==> src/pkg/afst_pkg.sv <==
// Constants and carrier types for the accelerometer FIFO status block.
// Assumes a single 200 MHz clock domain shared with the serial port logic.
package afst_pkg;

    // ----------------------------------------------------------------
    // Register offsets
    // ----------------------------------------------------------------
    localparam logic [7:0] FIFO_STATUS_OFF   = 8'h00;
    localparam logic [7:0] TRIG_CONFIG_OFF   = 8'h0a;
    localparam logic [7:0] SYS_MODE_OFF      = 8'h0b;

    // ----------------------------------------------------------------
    // Field positions and reset values
    // ----------------------------------------------------------------
    localparam int         STAT_OVF_BIT      = 7;
    localparam int         STAT_WMRK_BIT     = 6;
    localparam int         SYS_GERR_BIT      = 7;
    localparam int         SYS_FGT_LSB       = 2;
    localparam logic [7:0] TRIG_CONFIG_MASK  = 8'h3e;
    localparam logic [7:0] REG_RESET         = 8'h00;

    // ----------------------------------------------------------------
    // Counts and encodings
    // ----------------------------------------------------------------
    localparam logic [5:0] FIFO_DEPTH        = 6'h20;
    localparam logic [5:0] FIFO_EMPTY        = 6'h00;
    localparam logic [4:0] FGT_MAX           = 5'h1f;
    localparam logic [1:0] MODE_OFF          = 2'h0;
    localparam logic [1:0] MODE_CIRCULAR     = 2'h1;
    localparam logic [1:0] MODE_FILL         = 2'h2;
    localparam logic [1:0] MODE_TRIGGER      = 2'h3;
    localparam logic [1:0] SYS_STANDBY       = 2'h0;

    // Trigger enable positions: vecm, ffmt, pulse, orientation, transient
    localparam int         TRIG_EN_LSB       = 1;

    // ----------------------------------------------------------------
    // Carriers
    // ----------------------------------------------------------------
    typedef struct packed {
        logic       rd;
        logic       wr;
        logic [7:0] addr;
        logic [7:0] wdata;
    } afst_req_type;

    typedef struct packed {
        logic [5:0] count;
        logic       ovf;
        logic       accept;
        logic       pop;
    } afst_cnt_type;

    // Sample path view of the FIFO
    typedef enum logic [2:0] {
        AFST_RUN    = 3'h1,
        AFST_GATED  = 3'h2,
        AFST_IDLE   = 3'h4
    } afst_fill_type;

endpackage

==> src/verilog/afst_top.sv <==
// FIFO status, trigger gating, new-data flags and system mode reporting.
// Assumes all inputs come from logic on CLK; register reads are one-cycle strobes.
module afst_top
    import afst_pkg::*;
(
    input  wire logic         CLK,
    input  wire logic         RST,
    input  afst_req_type      REG_REQ,
    output logic [7:0]        REG_RDATA,
    input  wire logic [1:0]   FIFO_MODE,
    input  wire logic [5:0]   WMRK_LEVEL,
    input  wire logic         SAMPLE_IN,
    input  wire logic         SAMPLE_POP,
    input  wire logic         X_DONE,
    input  wire logic         Y_DONE,
    input  wire logic         X_MSB_READ,
    input  wire logic         Y_MSB_READ,
    input  wire logic [4:0]   EVENT_FLAGS,
    input  wire logic         GATE_ERR,
    input  wire logic         ODR_TICK,
    input  wire logic [1:0]   SYS_STATE,
    input  wire logic         ASLP_EVENT,
    output logic              XDR_FLAG,
    output logic              YDR_FLAG,
    output logic              SRC_FIFO,
    output logic              SRC_ASLP,
    output logic              FIFO_GATED
);

    // ----------------------------------------------------------------
    // Declarations
    // ----------------------------------------------------------------
    afst_cnt_type  cnt;
    afst_fill_type fill;
    logic [7:0] trig_cfg_ff;
    logic [7:0] nxt_trig_cfg;
    logic [7:0] rdata_ff;
    logic [7:0] nxt_rdata;
    logic [7:0] stat_word;
    logic [7:0] sys_word;
    logic       xdr_ff;
    logic       nxt_xdr;
    logic       ydr_ff;
    logic       nxt_ydr;
    logic       gated_ff;
    logic       nxt_gated;
    logic       src_fifo_ff;
    logic       nxt_src_fifo;
    logic       src_aslp_ff;
    logic       nxt_src_aslp;
    logic       pushed_ff;
    logic       gerr_ff;
    logic       nxt_gerr;
    logic [4:0] fgt_ff;
    logic [4:0] nxt_fgt;
    logic [1:0] sysmod_ff;
    logic       trig_mode;
    logic       trig_hit;
    logic       wm_flag;
    logic       push_req;
    logic       stat_rd;
    logic       sys_rd;

    // Address match shared by read and write decode
    function automatic logic hit(input logic [7:0] addr, input logic [7:0] off);
        hit = (addr == off);
    endfunction

    assign stat_rd   = REG_REQ.rd && hit(REG_REQ.addr, FIFO_STATUS_OFF);
    assign sys_rd    = REG_REQ.rd && hit(REG_REQ.addr, SYS_MODE_OFF);
    assign trig_mode = (FIFO_MODE == MODE_TRIGGER);
    assign trig_hit  = |(EVENT_FLAGS & trig_cfg_ff[TRIG_EN_LSB +: 5]);
    assign push_req  = SAMPLE_IN && (FIFO_MODE != MODE_OFF) && !gated_ff;

    // ----------------------------------------------------------------
    // Sample counter
    // ----------------------------------------------------------------
    afst_count u_count (
        .clk      (CLK),
        .rst      (RST),
        .push_req (push_req),
        .pop_req  (SAMPLE_POP),
        .circ     (FIFO_MODE[0]),
        .cnt      (cnt)
    );

    // Watermark level or, in trigger mode, the gate having closed
    assign wm_flag = trig_mode ? gated_ff : (cnt.count >= WMRK_LEVEL);

    // Status and system words as the host sees them
    always_comb
    begin
        stat_word = REG_RESET;
        if (FIFO_MODE != MODE_OFF)
        begin
            stat_word = {cnt.ovf, wm_flag, cnt.count};
        end
        sys_word = {gerr_ff, fgt_ff, sysmod_ff};
    end

    // ----------------------------------------------------------------
    // New-data flags
    // ----------------------------------------------------------------
    // Acquisition wins over a read in the same cycle so no sample goes unseen
    always_comb
    begin
        nxt_xdr = X_DONE ? 1'b1 : (X_MSB_READ ? 1'b0 : xdr_ff);
        nxt_ydr = Y_DONE ? 1'b1 : (Y_MSB_READ ? 1'b0 : ydr_ff);
    end

    always_ff @(posedge CLK or posedge RST)
    begin
        if (RST)
        begin
            xdr_ff <= 1'b0;
            ydr_ff <= 1'b0;
        end
        else
        begin
            xdr_ff <= nxt_xdr;
            ydr_ff <= nxt_ydr;
        end
    end

    // ----------------------------------------------------------------
    // Trigger gate and interrupt source bits
    // ----------------------------------------------------------------
    // Gate stays shut until the mode leaves trigger, keeping the pre-event history
    always_comb
    begin
        nxt_gated = trig_mode && (gated_ff || trig_hit);
        nxt_src_fifo = src_fifo_ff;
        if (stat_rd)
        begin
            nxt_src_fifo = 1'b0;
        end
        // Evaluated after the pushed sample has landed in the count
        if ((pushed_ff && (cnt.ovf || wm_flag)) || (nxt_gated && !gated_ff))
        begin
            nxt_src_fifo = 1'b1;
        end
        nxt_src_aslp = ASLP_EVENT ? 1'b1 : (sys_rd ? 1'b0 : src_aslp_ff);
    end

    always_ff @(posedge CLK or posedge RST)
    begin
        if (RST)
        begin
            gated_ff    <= 1'b0;
            src_fifo_ff <= 1'b0;
            src_aslp_ff <= 1'b0;
            pushed_ff   <= 1'b0;
        end
        else
        begin
            gated_ff    <= nxt_gated;
            src_fifo_ff <= nxt_src_fifo;
            src_aslp_ff <= nxt_src_aslp;
            pushed_ff   <= cnt.accept;
        end
    end

    // ----------------------------------------------------------------
    // Gate error, elapsed time and system mode
    // ----------------------------------------------------------------
    // Timer saturates so a long-ignored error still reads as old
    always_comb
    begin
        nxt_gerr = gerr_ff;
        if (cnt.count == FIFO_EMPTY)
        begin
            nxt_gerr = 1'b0;
        end
        if (GATE_ERR)
        begin
            nxt_gerr = 1'b1;
        end
        nxt_fgt = fgt_ff;
        if (!nxt_gerr)
        begin
            nxt_fgt = 5'h00;
        end
        else if (gerr_ff && ODR_TICK && (fgt_ff != FGT_MAX))
        begin
            nxt_fgt = fgt_ff + 5'h01;
        end
    end

    always_ff @(posedge CLK or posedge RST)
    begin
        if (RST)
        begin
            gerr_ff   <= 1'b0;
            fgt_ff    <= 5'h00;
            sysmod_ff <= SYS_STANDBY;
        end
        else
        begin
            gerr_ff   <= nxt_gerr;
            fgt_ff    <= nxt_fgt;
            sysmod_ff <= SYS_STATE;
        end
    end

    // ----------------------------------------------------------------
    // Register access
    // ----------------------------------------------------------------
    // Unmapped addresses read zero; data is returned one cycle after the strobe
    always_comb
    begin
        nxt_trig_cfg = trig_cfg_ff;
        if (REG_REQ.wr && hit(REG_REQ.addr, TRIG_CONFIG_OFF))
        begin
            nxt_trig_cfg = REG_REQ.wdata & TRIG_CONFIG_MASK;
        end
        nxt_rdata = rdata_ff;
        if (REG_REQ.rd)
        begin
            nxt_rdata = REG_RESET;
            if (stat_rd)
            begin
                nxt_rdata = stat_word;
            end
            else if (hit(REG_REQ.addr, TRIG_CONFIG_OFF))
            begin
                nxt_rdata = trig_cfg_ff;
            end
            else if (sys_rd)
            begin
                nxt_rdata = sys_word;
            end
        end
    end

    always_ff @(posedge CLK or posedge RST)
    begin
        if (RST)
        begin
            trig_cfg_ff <= REG_RESET;
            rdata_ff    <= REG_RESET;
        end
        else
        begin
            trig_cfg_ff <= nxt_trig_cfg;
            rdata_ff    <= nxt_rdata;
        end
    end

    // Fill view for observation
    always_comb
    begin
        case ({FIFO_MODE != MODE_OFF, gated_ff})
            2'b10:   fill = AFST_RUN;
            2'b11:   fill = AFST_GATED;
            default: fill = AFST_IDLE;
        endcase
    end

    assign REG_RDATA  = rdata_ff;
    assign XDR_FLAG   = xdr_ff;
    assign YDR_FLAG   = ydr_ff;
    assign SRC_FIFO   = src_fifo_ff;
    assign SRC_ASLP   = src_aslp_ff;
    assign FIFO_GATED = (fill == AFST_GATED);
endmodule

==> src/verilog/afst_count.sv <==
// Occupancy counter and overflow flag of the 32-sample FIFO.
// Assumes push and pop requests are one-cycle pulses on CLK.
module afst_count
    import afst_pkg::*;
(
    input  wire logic         clk,
    input  wire logic         rst,
    input  wire logic         push_req,
    input  wire logic         pop_req,
    input  wire logic         circ,
    output afst_cnt_type      cnt
);

    logic [5:0] count_ff;
    logic [5:0] nxt_count;
    logic       ovf_ff;
    logic       nxt_ovf;
    logic       full;
    logic       pop;
    logic       accept;
    logic       drop;

    // ----------------------------------------------------------------
    // Next count and overflow
    // ----------------------------------------------------------------
    // Circular mode overwrites the oldest entry, so a push at full keeps the count
    always_comb
    begin
        full      = (count_ff == FIFO_DEPTH);
        pop       = pop_req && (count_ff != FIFO_EMPTY);
        accept    = push_req && (!full || pop || circ);
        drop      = accept && full && !pop;
        nxt_count = count_ff;
        if (accept && !drop)
        begin
            nxt_count = nxt_count + 6'h01;
        end
        if (pop)
        begin
            nxt_count = nxt_count - 6'h01;
        end
        nxt_ovf = ovf_ff;
        if (push_req && full && !pop)
        begin
            nxt_ovf = 1'b1;
        end
        else if (nxt_count != FIFO_DEPTH)
        begin
            nxt_ovf = 1'b0;
        end
    end

    // Registers
    always_ff @(posedge clk or posedge rst)
    begin
        if (rst)
        begin
            count_ff <= FIFO_EMPTY;
            ovf_ff   <= 1'b0;
        end
        else
        begin
            count_ff <= nxt_count;
            ovf_ff   <= nxt_ovf;
        end
    end

    assign cnt.count  = count_ff;
    assign cnt.ovf    = ovf_ff;
    assign cnt.accept = accept;
    assign cnt.pop    = pop;

endmodule

==> config.mk <==
export PLATFORM = sky130hd
export DESIGN_NAME = afst_top
export DESIGN_NICKNAME = d
export VERILOG_FILES = /design/src/pkg/afst_pkg.sv /design/src/verilog/afst_top.sv /design/src/verilog/afst_count.sv
export SDC_FILE = /design/constraint.sdc
export NUM_CORES = 1
export LEC_CHECK = 0
export BUFFER_PORTS_ARGS = -buffer_cell sky130_fd_sc_hd__buf_2
export CAP_MARGIN = 25
export CORE_ASPECT_RATIO = 1.25
export CORE_MARGIN = 2
export CORE_UTILIZATION = 51
export DETAILED_ROUTE_END_ITERATION = 7
export PLACE_DENSITY = 0.82
export SYNTH_ARGS = -nofsm -noshare
export SYNTH_HDL_FRONTEND = slang
export SYNTH_SLANG_ARGS = --single-unit
==> constraint.sdc <==
create_clock -name CLK -period 3.2 [get_ports CLK]
set_input_delay 0.16 -clock CLK [delete_from_list [all_inputs] [get_ports CLK]]
set_output_delay 0.16 -clock CLK [all_outputs]
set_load 0.01 [all_outputs]
==> results of run 1 <==
==> area by class of cell <==
class / instances / area, sq um / area share, %
multi-input cells: 131 / 938.4 / 41.07
flip-flops and latches: 34 / 850.8 / 37.24
repair buffers: 57 / 300.3 / 13.14
clock buffers: 6 / 82.58 / 3.614
inverters: 17 / 63.81 / 2.793
well taps: 39 / 48.80 / 2.136
==> registers in the layout (all words and copies together), names as in the netlist <==
name,count
gerr_ff,1
gated_ff,1
fgt_ff,5
SRC_FIFO,1
sysmod_ff,2
SRC_ASLP,1
pushed_ff,1
REG_RDATA,8
XDR_FLAG,1
trig_cfg_ff,5
u_count.ovf_ff,1
u_count.count_ff,6
YDR_FLAG,1
==> metrics by stage <==
step / power, mW / hold slack [ns] / utilization [%] / setup WS (ns)
global route: 1.556 / 0.05240 / 65.59 / 0.2779
finish: 1.443 / 0.05218 / 65.59 / 0.5064
floorplan: 0.9954 / 0.1914 / - / 0.7974
detailed placement: 1.140 / 0.2693 / 62.64 / 0.4718
global placement: 1.112 / 0.2693 / 62.64 / 0.5670
CTS: 1.455 / 0.04871 / 65.59 / 0.4587
==> final timing paths <==
check                                               from                          to  slack (ns)  cells past startpoint
min in group CLK                                  Y_DONE        YDR_FLAG$_DFFE_PP0P_        0.05                      2
max in group asynchronous                            RST      sysmod_ff[0]$_DFF_PP0_        2.46                      3
hold reg to reg                     YDR_FLAG$_DFFE_PP0P_        YDR_FLAG$_DFFE_PP0P_        0.47                      1
setup / recovery           u_count.count_ff[0]$_DFF_PP0_  u_count.ovf_ff$_DFFE_PP0P_        0.51                     11
hold / removal                                       RST      sysmod_ff[1]$_DFF_PP0_        0.05                      2
setup reg to reg           u_count.count_ff[0]$_DFF_PP0_  u_count.ovf_ff$_DFFE_PP0P_        0.51                     11
==> cell families after synthesis <==
logic type	synth area share (%)
AOI/OAI and AO/OA	16.38
muxes	3.032
and+or+nand+nor	16.78
buffers and inverters	3.639
DFF	45.82
adders and majority gates	7.412
xor gates and xnor gates	6.941
==> synth_stat cells, types with 2 or more instances <==
cell,count,area (sq um)
a222oi_1,3,30.03
a21o_1,4,30.03
a22oi_1,5,37.54
a221o_1,2,20.02
o21ai_0,3,15.01
dfrtp_1,34,850.8
nand4_1,3,18.77
nor2b_1,2,12.51
a21oi_1,8,40.04
nand2_1,20,75.07
a31oi_1,4,25.02
xnor2_1,6,52.55
inv_1,17,63.81
nand3_1,2,10.01
xnor2_2,2,32.53
nor3_1,6,30.03
xor2_1,5,43.79
nor2_1,20,75.07
ha_1,11,137.6
a21boi_0,2,15.01
mux2_2,5,56.30
==> power by group through the flow <==
stage	Clock (mW)	Sequential [mW]	Combinational, mW
after floorplan	0	0.611	0.384
after global placement	0	0.639	0.473
after detailed placement	0	0.642	0.497
after CTS	0.314	0.637	0.505
after global routing	0.337	0.653	0.566
final	0.309	0.637	0.497
==> worst max-delay path, stage by stage, from the launching register on <==
cell and delay (ns):
dfrtp_1 0.47, inv_1 0.10, ha_1 0.22, nor4b_4 0.15
a2111oi_4 0.50, nor2_1 0.10, a21oi_2 0.19, ha_1 0.19
nand2_1 0.07, xor2_1 0.20, nand4b_1 0.20, o32ai_2 0.20
==> routing by layer <==
metal / vias to the layer above / GRT usage, % / routed length, microns
li1: 779 / - / -
met1: 756 / 26.73 / 1664
met2: 43 / 38.13 / 2055
met3: 7 / 6.137 / 197
met4: 0 / 6.202 / 57
met5: - / 0 / 0
==> impl_metrics.json, run 1 <==
{
  "nNetsFinal": 301,
  "place_inst": 276,
  "cts_tree": "done",
  "n_antenna_cell": 0,
  "hpwl_mm": 3.182,
  "hold_class": "in -> async",
  "grt_overflow": 0,
  "crit_arrival_ns": 2.89,
  "via_per_inst": 5.581,
  "p_switching_mw": 0.5238,
  "clock_path_buffers": 2,
  "hold_violations": 0,
  "drt_iter0_markers": 35,
  "die_h_microns": 71.46,
  "dr.pass1.iters": 6,
  "areaGrowthSynthToFinish_pct": 23.05,
  "rsz0062_at_grt": "false",
  "synth_seq_cells": 34,
  "worst_pin_slew_ns": 0.8717,
  "p_comb_share_pct": 34.4,
  "clkPwrFrac_pct": 21.4,
  "track_usage_pct": 22.05,
  "seq_area_frac_synth_pct": 45.82,
  "initial_core_util_pct": 53.30,
  "ys.flop_type": "dfrtp_1",
  "drcViolationCount": 0,
  "p_int_mw": 0.9189,
  "critPathCaptureType": "flip-flop",
  "grt_max_degree": 25,
  "htree_num_levels": 2,
  "cp-start-kind": "flip-flop",
  "grt_antenna_before_repair": 0,
  "die-width_microns": 57.97,
  "finalSetupViolCount": 0,
  "synth_cells": 183,
  "first_global_vias": 1570,
  "coreArea_sq_mm": 0.003483,
  "die_area_sq_mm": 0.004143,
  "routedWlPerCell_microns": 13.99,
  "grt_pass1_wl_mm": 6.837,
  "status": "completed",
  "drt_wl_total_mm": 3.974,
  "finalSetupTns_ns": 0,
  "fin_crit_sh_pct": 84.18,
  "ys_warn_count": 0,
  "cts_buffers": 5,
  "layout_common_cells": "buf_2 (53), dfrtp_1 (34), nor2_1 (20), nand2_1 (20), inv_1 (17)",
  "place_congestion": 0.8777,
  "synth_edf_count": 0,
  "max_freq_ghz": 0.3712,
  "synthesis.nets": 238,
  "peakVddDrop_mv": 0.5719,
  "cts_resized": 0,
  "clock_latency_ns": 0.28,
  "maxCapViolCount": 0,
  "clockRootBuffer": "clkbuf_8",
  "drive_gt1_share_pct": 31.02,
  "design_area_sq_mm": 0.002285,
  "cp.required_ns": 3.40,
  "power_leakage_nw": 1.129,
  "num-fill-cells": 293,
  "synthArstFlopShare_pct": 100.0,
  "max_slew_margin_pct": 41.83,
  "ant_nets": 0,
  "final_common_cell": "buf_2",
  "p_sw_share_pct": 36.31,
  "layout.cells.non_filler": 284,
  "netlist_area_sq_mm": 0.001857,
  "io_pins": 57,
  "clkTransAtPathRegs_ns": 0.06,
  "clock_sinks": 34,
  "p_per_area_mw_per_mm2": 631.5,
  "worst-setup-path-type": "reg -> reg",
  "dpl_cell_area_sq_mm": 0.002182,
  "fin_skew_ns": 0.005579,
  "seqPwrFrac_pct": 44.2,
  "fin_crit_ns": 2.694,
  "avgSynthCellArea_sq_um": 10.15,
  "portBuffers": 53,
  "drv_slew": 0,
  "rows": 24,
  "synthDistinctLibCells": 40,
  "critPathMaxFanout": 5,
  "cts_hold_buf": 2,
  "vias": 1585,
  "cts_setup_buffers": 0
}
No activity file was read; power rests on OpenSTA's default activity.
==> inputs of run 2 (changes only) <==
Settings changed: ABC_AREA from default to 1, CORE_UTILIZATION 51 to 53, PLACE_DENSITY 0.82 to 0.83.
Clock period 3.2 ns to 2.6 ns, I/O delays scaled along.
==> run 2 against run 1 <==
Combinational power increased by 61%. Area after synthesis increased by 15%. Via count increased by 21%. Clock skew increased by 0.00074 ns. Routed wire length increased by 21%. Fmax increased by 12%. Global-route usage increased by 2.5 points. First-iteration DRC count increased to 2.7 times the previous value. Sequential share of layout area decreased by 4.7 points. Register-to-register slack got worse by 0.32 ns. Non-clock buffer count increased by 5. Critical path type unchanged. Largest power group is now combinational logic.
==> impl_metrics.json, run 2 <==
{
  "status": "completed",
  "place_congestion": 0.8946,
  "initial_core_util_pct": 55.97,
  "layout.cells.non_filler": 392,
  "hold_violations": 0,
  "die_area_sq_mm": 0.004557,
  "areaGrowthSynthToFinish_pct": 22.73,
  "finalSetupViolCount": 0,
  "die-width_microns": 60.78,
  "maxCapViolCount": 0,
  "grt_overflow": 0,
  "synthesis.nets": 325,
  "p_per_area_mw_per_mm2": 737.7,
  "synth_cells": 270,
  "fin_skew_ns": 0.006324,
  "cts_buffers": 5,
  "power_leakage_nw": 1.440,
  "post-synth-top-area-cell": "dfrtp_1",
  "synthTopCellsByCount": "nand2_1 (54), inv_1 (46), dfrtp_1 (34), nor2_1 (26), nand3_1 (21)",
  "cp.required_ns": 2.78,
  "holdWs_ns": 0.01451,
  "vias": 1920,
  "ant_nets": 0,
  "worst-setup-path-type": "reg -> reg",
  "cp-start-kind": "flip-flop",
  "drv_slew": 0,
  "portBuffers": 53,
  "yosysTopAreaCellShare_pct": 39.84,
  "drcViolationCount": 0,
  "routedWlPerCell_microns": 12.26,
  "grt_use_met2_pct": 42.77,
  "final_common_cell": "nand2_1",
  "drt_wl_total_mm": 4.805,
  "htree_num_levels": 2,
  "n_antenna_cell": 0,
  "netlist_area_sq_mm": 0.002136,
  "num-fill-cells": 339,
  "critPathMaxStageDelay_ns": 0.45,
  "hpwl_mm": 3.928,
  "synthDistinctLibCells": 34,
  "drive_gt1_share_pct": 29.88,
  "post-place-ws_ns": 0.1871,
  "crit_family": "simple AND/OR/NAND/NOR gates",
  "post-route-util_pct": 68.69,
  "use_met1_pct": 28.27,
  "crit_slowest_cell": "dfrtp_2",
  "grt-busiest-layer": "met2",
  "critPathMaxFanout": 7,
  "clock_latency_ns": 0.29,
  "io_pins": 57,
  "synth_seq_cells": 34,
  "synth_edf_count": 0,
  "critPathBufInv": 2,
  "rows": 25,
  "place_inst": 379,
  "nNetsFinal": 392,
  "max_slew_margin_pct": 71.31,
  "critPathCaptureType": "flip-flop",
  "first_global_vias": 1951,
  "synth_most_common_cell": "nand2_1",
  "worst_pin_slew_ns": 0.4304,
  "clkTransAtPathRegs_ns": 0.06,
  "seq_area_frac_synth_pct": 39.84,
  "grt_antenna_before_repair": 0,
  "clock_sinks": 34,
  "drt_iter0_markers": 93,
  "use_met3_pct": 4.983,
  "dr.pass1.iters": 4,
  "fin_crit_ns": 2.411,
  "largest_reg_flops": 8,
  "cpMostUsedCell": "nand2_1",
  "die_h_microns": 74.98,
  "crit_arrival_ns": 2.59,
  "synthTopCellsByArea": "dfrtp_1 (40%), nand2_1 (9.5%), inv_1 (8.1%), ha_1 (6.4%), nand3_1 (4.9%)",
  "crit_chain": "inv_1 > ha_1 > nand2_1 > nor2_1 > nand2_2 > nand2_4 > nand2_1 > nand2_2 > inv_1 > ha_1 > or2_2 > nand2_1 > nor3_4 > nand2_1 > nor2_1 > nand2_1 > nand2_1",
  "fin_ws_ns": 0.1890,
  "clock_path_buffers": 2,
  "hold_class": "in -> reg",
  "layout_common_cells": "nand2_1 (54), buf_2 (53), inv_1 (46), dfrtp_1 (32), nor2_1 (26)",
  "grt_max_degree": 35,
  "grt_pass1_wl_mm": 8.204,
  "finalSetupTns_ns": 0,
  "via_per_inst": 4.898,
  "track_usage_pct": 24.57,
  "cts_tree": "done",
  "fin_crit_sh_pct": 92.73,
  "max_freq_ghz": 0.4148,
  "clockRootBuffer": "clkbuf_8",
  "peakVddDrop_mv": 0.4428,
  "avgSynthCellArea_sq_um": 7.910,
  "coreArea_sq_mm": 0.003816,
  "ys.flop_type": "dfrtp_1",
  "synthArstFlopShare_pct": 100.0,
  "ys_warn_count": 0
}
run 2: cell count changes after synthesis, sizes merged, moves of 3 or more:
cell / delta
nor2: +13
nor2b: -3
xnor2: -8
inv: +34
nand2: +46
a22oi: -5
nand3: +20
nor3: -4
a222oi: -3
a21o: -3
o21ai: +4
run 2: worst paths after layout:
path	from	endpoint	slack, ns	cells after the start
min reg2reg	SRC_ASLP$_DFFE_PP0P_	SRC_ASLP$_DFFE_PP0P_	0.49	1
min in group asynchronous	RST	u_count.ovf_ff$_DFFE_PP0P_	0.48	4
min	X_MSB_READ	XDR_FLAG$_DFFE_PP0P_	0.01	2
max	u_count.count_ff[1]$_DFF_PP0_	u_count.ovf_ff$_DFFE_PP0P_	0.19	17
max reg2reg	u_count.count_ff[1]$_DFF_PP0_	u_count.ovf_ff$_DFFE_PP0P_	0.19	17
max in group asynchronous	RST	u_count.count_ff[0]$_DFF_PP0_	1.79	4
run 2: timing repair:
action / 4_1_cts / 5_1_grt
endpoints found under the hold margin: 36 / 0
hold buffers: 3 / 0
buffers inserted: 0 / 2
endpoints found under the setup margin: 0 / 1
resized for setup: 0 / 2
run 2: area by class of cell:
type	instances	area, sq um	area share (%)
multi-input cells	183	1075	41.00
inverters	51	193.9	7.399
clock buffers	7	86.33	3.294
repair buffers	62	340.3	12.98
clock inverters	1	5.005	0.1909
flip-flops and latches	34	853.3	32.55
well taps	54	67.56	2.578
run 2: power breakdown:
group	switching (mW)	internal [mW]	total [mW]
registers	0.112	0.626	0.738
logic	0.481	0.317	0.798
clock network	0.184	0.213	0.397
run 2: logic make-up (layout without fill, tap and decap cells):
group	after synthesis	in the layout	synth area share, %
XOR/XNOR	7	7	2.871
multiplexers	4	4	2.109
flip-flops	34	34	39.84
AO/OA/AOI/OAI	31	31	9.022
AND/OR/NAND/NOR	130	130	29.88
buffers and inverters	53	121	9.842
adder cells (fa/ha/maj)	11	11	6.444
run 2: per-layer routing:
metal | share of wire [%] | routed length (microns)
met1 | 39 | 1892
met2 | 53 | 2526
met3 | 4.0 | 192
met4 | 4.0 | 193
met5 | 0 | 0
run 2: through the flow:
stage	area [sq um]	power [mW]
after global routing	2621	2.097
after CTS	2604	1.928
final	2621	1.934
after global placement	2482	1.496
after detailed placement	2482	1.523
after floorplan	2136	1.312
==> inputs of run 3 (changes only) <==
Settings changed: ABC_AREA 1 to default, CORE_UTILIZATION 53 to 51, PLACE_DENSITY 0.83 to 0.82.
==> run 3 against run 2 <==
Worst hold slack lost 0.0074 ns. Non-clock buffer count did not move. Core utilization is 0.62 points lower. Sequential share of layout area up 3.3 points. Setup slack got worse by 0.053 ns. Global-route usage down 2.0 points. First-iteration DRC count decreased by 62%. Sequential cell count is the same.
==> impl_metrics.json, run 3 (same netlist as run 1, synthesis figures left out) <==
{
  "drt_wl_total_mm": 4.177,
  "htree_num_levels": 2,
  "max_slew_margin_pct": 58.13,
  "finalSetupTns_ns": 0,
  "first_global_vias": 1594,
  "largest_reg_flops": 8,
  "grt_overflow": 0,
  "drv_slew": 0,
  "grt_antenna_before_repair": 0,
  "holdWs_ns": 0.007117,
  "critPathMaxStageDelay_ns": 0.37,
  "clock_sinks": 34,
  "r2r-end": "u_count.ovf_ff$_DFFE_PP0P_",
  "ant_nets": 0,
  "drive_gt1_share_pct": 32.54,
  "io_pins": 57,
  "holdPathStages": 2,
  "hold_class": "in -> reg",
  "r2r-start": "u_count.count_ff[0]$_DFF_PP0_",
  "grt_max_degree": 35,
  "critPathMaxFanout": 4,
  "dr.pass1.iters": 4,
  "fin_skew_ns": 0.005854,
  "rows": 24,
  "crit_arrival_ns": 2.67,
  "die_h_microns": 71.46,
  "crit_slowest_cell": "a2111oi_4",
  "cp-start-kind": "flip-flop",
  "worst_pin_slew_ns": 0.6225,
  "via_per_inst": 5.509,
  "layout.cells.non_filler": 291,
  "die_area_sq_mm": 0.004143,
  "place_congestion": 0.8482,
  "worst-setup-path-type": "reg -> reg",
  "routedWlPerCell_microns": 14.35,
  "r2r_slack_ns": 0.14,
  "layout_common_cells": "buf_2 (53), dfrtp_1 (34), nor2_1 (20), nand2_1 (20), inv_1 (17)",
  "coreArea_sq_mm": 0.003483,
  "maxCapViolCount": 0,
  "n_antenna_cell": 0,
  "p_per_area_mw_per_mm2": 824.0,
  "drt_iter0_markers": 35,
  "vias": 1603,
  "holdPathEnd": "YDR_FLAG$_DFFE_PP0P_",
  "fin_crit_sh_pct": 94.75,
  "clockRootBuffer": "clkbuf_8",
  "cpMostUsedCell": "ha_1",
  "cts_tree": "done",
  "hpwl_mm": 3.253,
  "min-delay-start": "Y_DONE",
  "die-width_microns": 57.97,
  "drcViolationCount": 0,
  "max_freq_ghz": 0.4059,
  "final_common_cell": "buf_2",
  "crit_chain": "inv_1 > ha_1 > nor4b_4 > a2111oi_4 > buf_6 > nor2_1 > a21oi_2 > ha_1 > nand2_1 > xor2_1 > nand4b_1 > o32ai_2",
  "peakVddDrop_mv": 0.5761,
  "cts_buffers": 5,
  "fin_crit_ns": 2.463,
  "clock_latency_ns": 0.29,
  "clock_path_buffers": 2,
  "hold_violations": 0,
  "nNetsFinal": 306,
  "areaGrowthSynthToFinish_pct": 27.70,
  "initial_core_util_pct": 53.30,
  "critPathCaptureType": "flip-flop",
  "place_inst": 279,
  "cp.required_ns": 2.81,
  "finalPower_mw": 1.954,
  "grt_pass1_wl_mm": 7.093,
  "status": "completed",
  "finalSetupViolCount": 0,
  "portBuffers": 53,
  "track_usage_pct": 22.58,
  "ff2ff_path_depth": 12,
  "clkTransAtPathRegs_ns": 0.07,
  "power_leakage_nw": 1.162
}
[run 3: cell types whose count changed in the layout (fill, tap and decap cells not counted), moves of 6 or more]
cell     delta
inv_1      -29
nand2_2    -11
nand2_1    -34
xnor2_1     +6
nor2_1      -6
nand3_1    -19
[run 3: how the worst max path moves through the flow]
stage	startpoint	endpoint	slack, ns	depth (start not counted)
2_1_floorplan	u_count.count_ff[0]$_DFF_PP0_	u_count.ovf_ff$_DFFE_PP0P_	0.20	11
3_3_place_gp	u_count.count_ff[0]$_DFF_PP0_	u_count.ovf_ff$_DFFE_PP0P_	0.19	10
6_report	u_count.count_ff[0]$_DFF_PP0_	u_count.ovf_ff$_DFFE_PP0P_	0.14	12
3_5_place_dp	u_count.count_ff[0]$_DFF_PP0_	u_count.ovf_ff$_DFFE_PP0P_	0.15	11
4_1_cts	u_count.count_ff[0]$_DFF_PP0_	u_count.ovf_ff$_DFFE_PP0P_	0.1	11
5_1_grt	u_count.count_ff[0]$_DFF_PP0_	u_count.ovf_ff$_DFFE_PP0P_	-0.06	12
[run 3: worst max-delay path: cells and delay by family (launching register included)]
family / cells / cell delay [ns]
AOI/OAI and AO/OA: 3 / 0.71
and+or+nand+nor: 4 / 0.49
adders and majority gates: 2 / 0.38
DFF: 1 / 0.35
buffers and inverters: 2 / 0.25
xor gates and xnor gates: 1 / 0.21
[run 3: metal layers]
| metal | track usage [%] | routed length, microns | up-vias |
|---|---|---|---|
| li1 | - | - | 784 |
| met1 | 27.21 | 1727 | 765 |
| met2 | 38.64 | 2158 | 47 |
| met3 | 6.679 | 223 | 7 |
| met4 | 6.977 | 68 | 0 |
| met5 | 0 | 0 | - |
[run 3: per-stage QoR]
step / area (sq um) / worst slack [ns] / utilization (%)
6_report: 2371 / 0.1365 / 68.07
5_1_grt: 2371 / -0.05902 / 68.07
4_1_cts: 2349 / 0.09570 / 67.42
2_1_floorplan: 1857 / 0.1974 / -
3_5_place_dp: 2205 / 0.1491 / 63.29
3_3_place_gp: 2205 / 0.1931 / 63.29
[run 3: where the power goes]
part           total [mW]  internal, mW  switching, mW
sequential          0.763         0.633          0.130
combinational       0.699         0.340          0.360
clock               0.492         0.285          0.207
total                1.95          1.26          0.696
[run 3: timing repair]
item                                    4_1_cts  5_1_grt
endpoints found under the setup margin        0        1
buffers inserted                              0        1
gates resized for setup                       0        2
hold buffers                                  3        0
endpoints found under the hold margin        36        0
[run 3: area by class of cell]
type / count / area [sq um]
fillers: 283 / 1112
multi-input cells: 131 / 949.7
flip-flops and latches: 34 / 850.8
repair buffers: 62 / 344.1
clock buffers: 5 / 68.82
inverters: 17 / 63.81
well taps: 39 / 48.80
clock inverters: 3 / 45.04
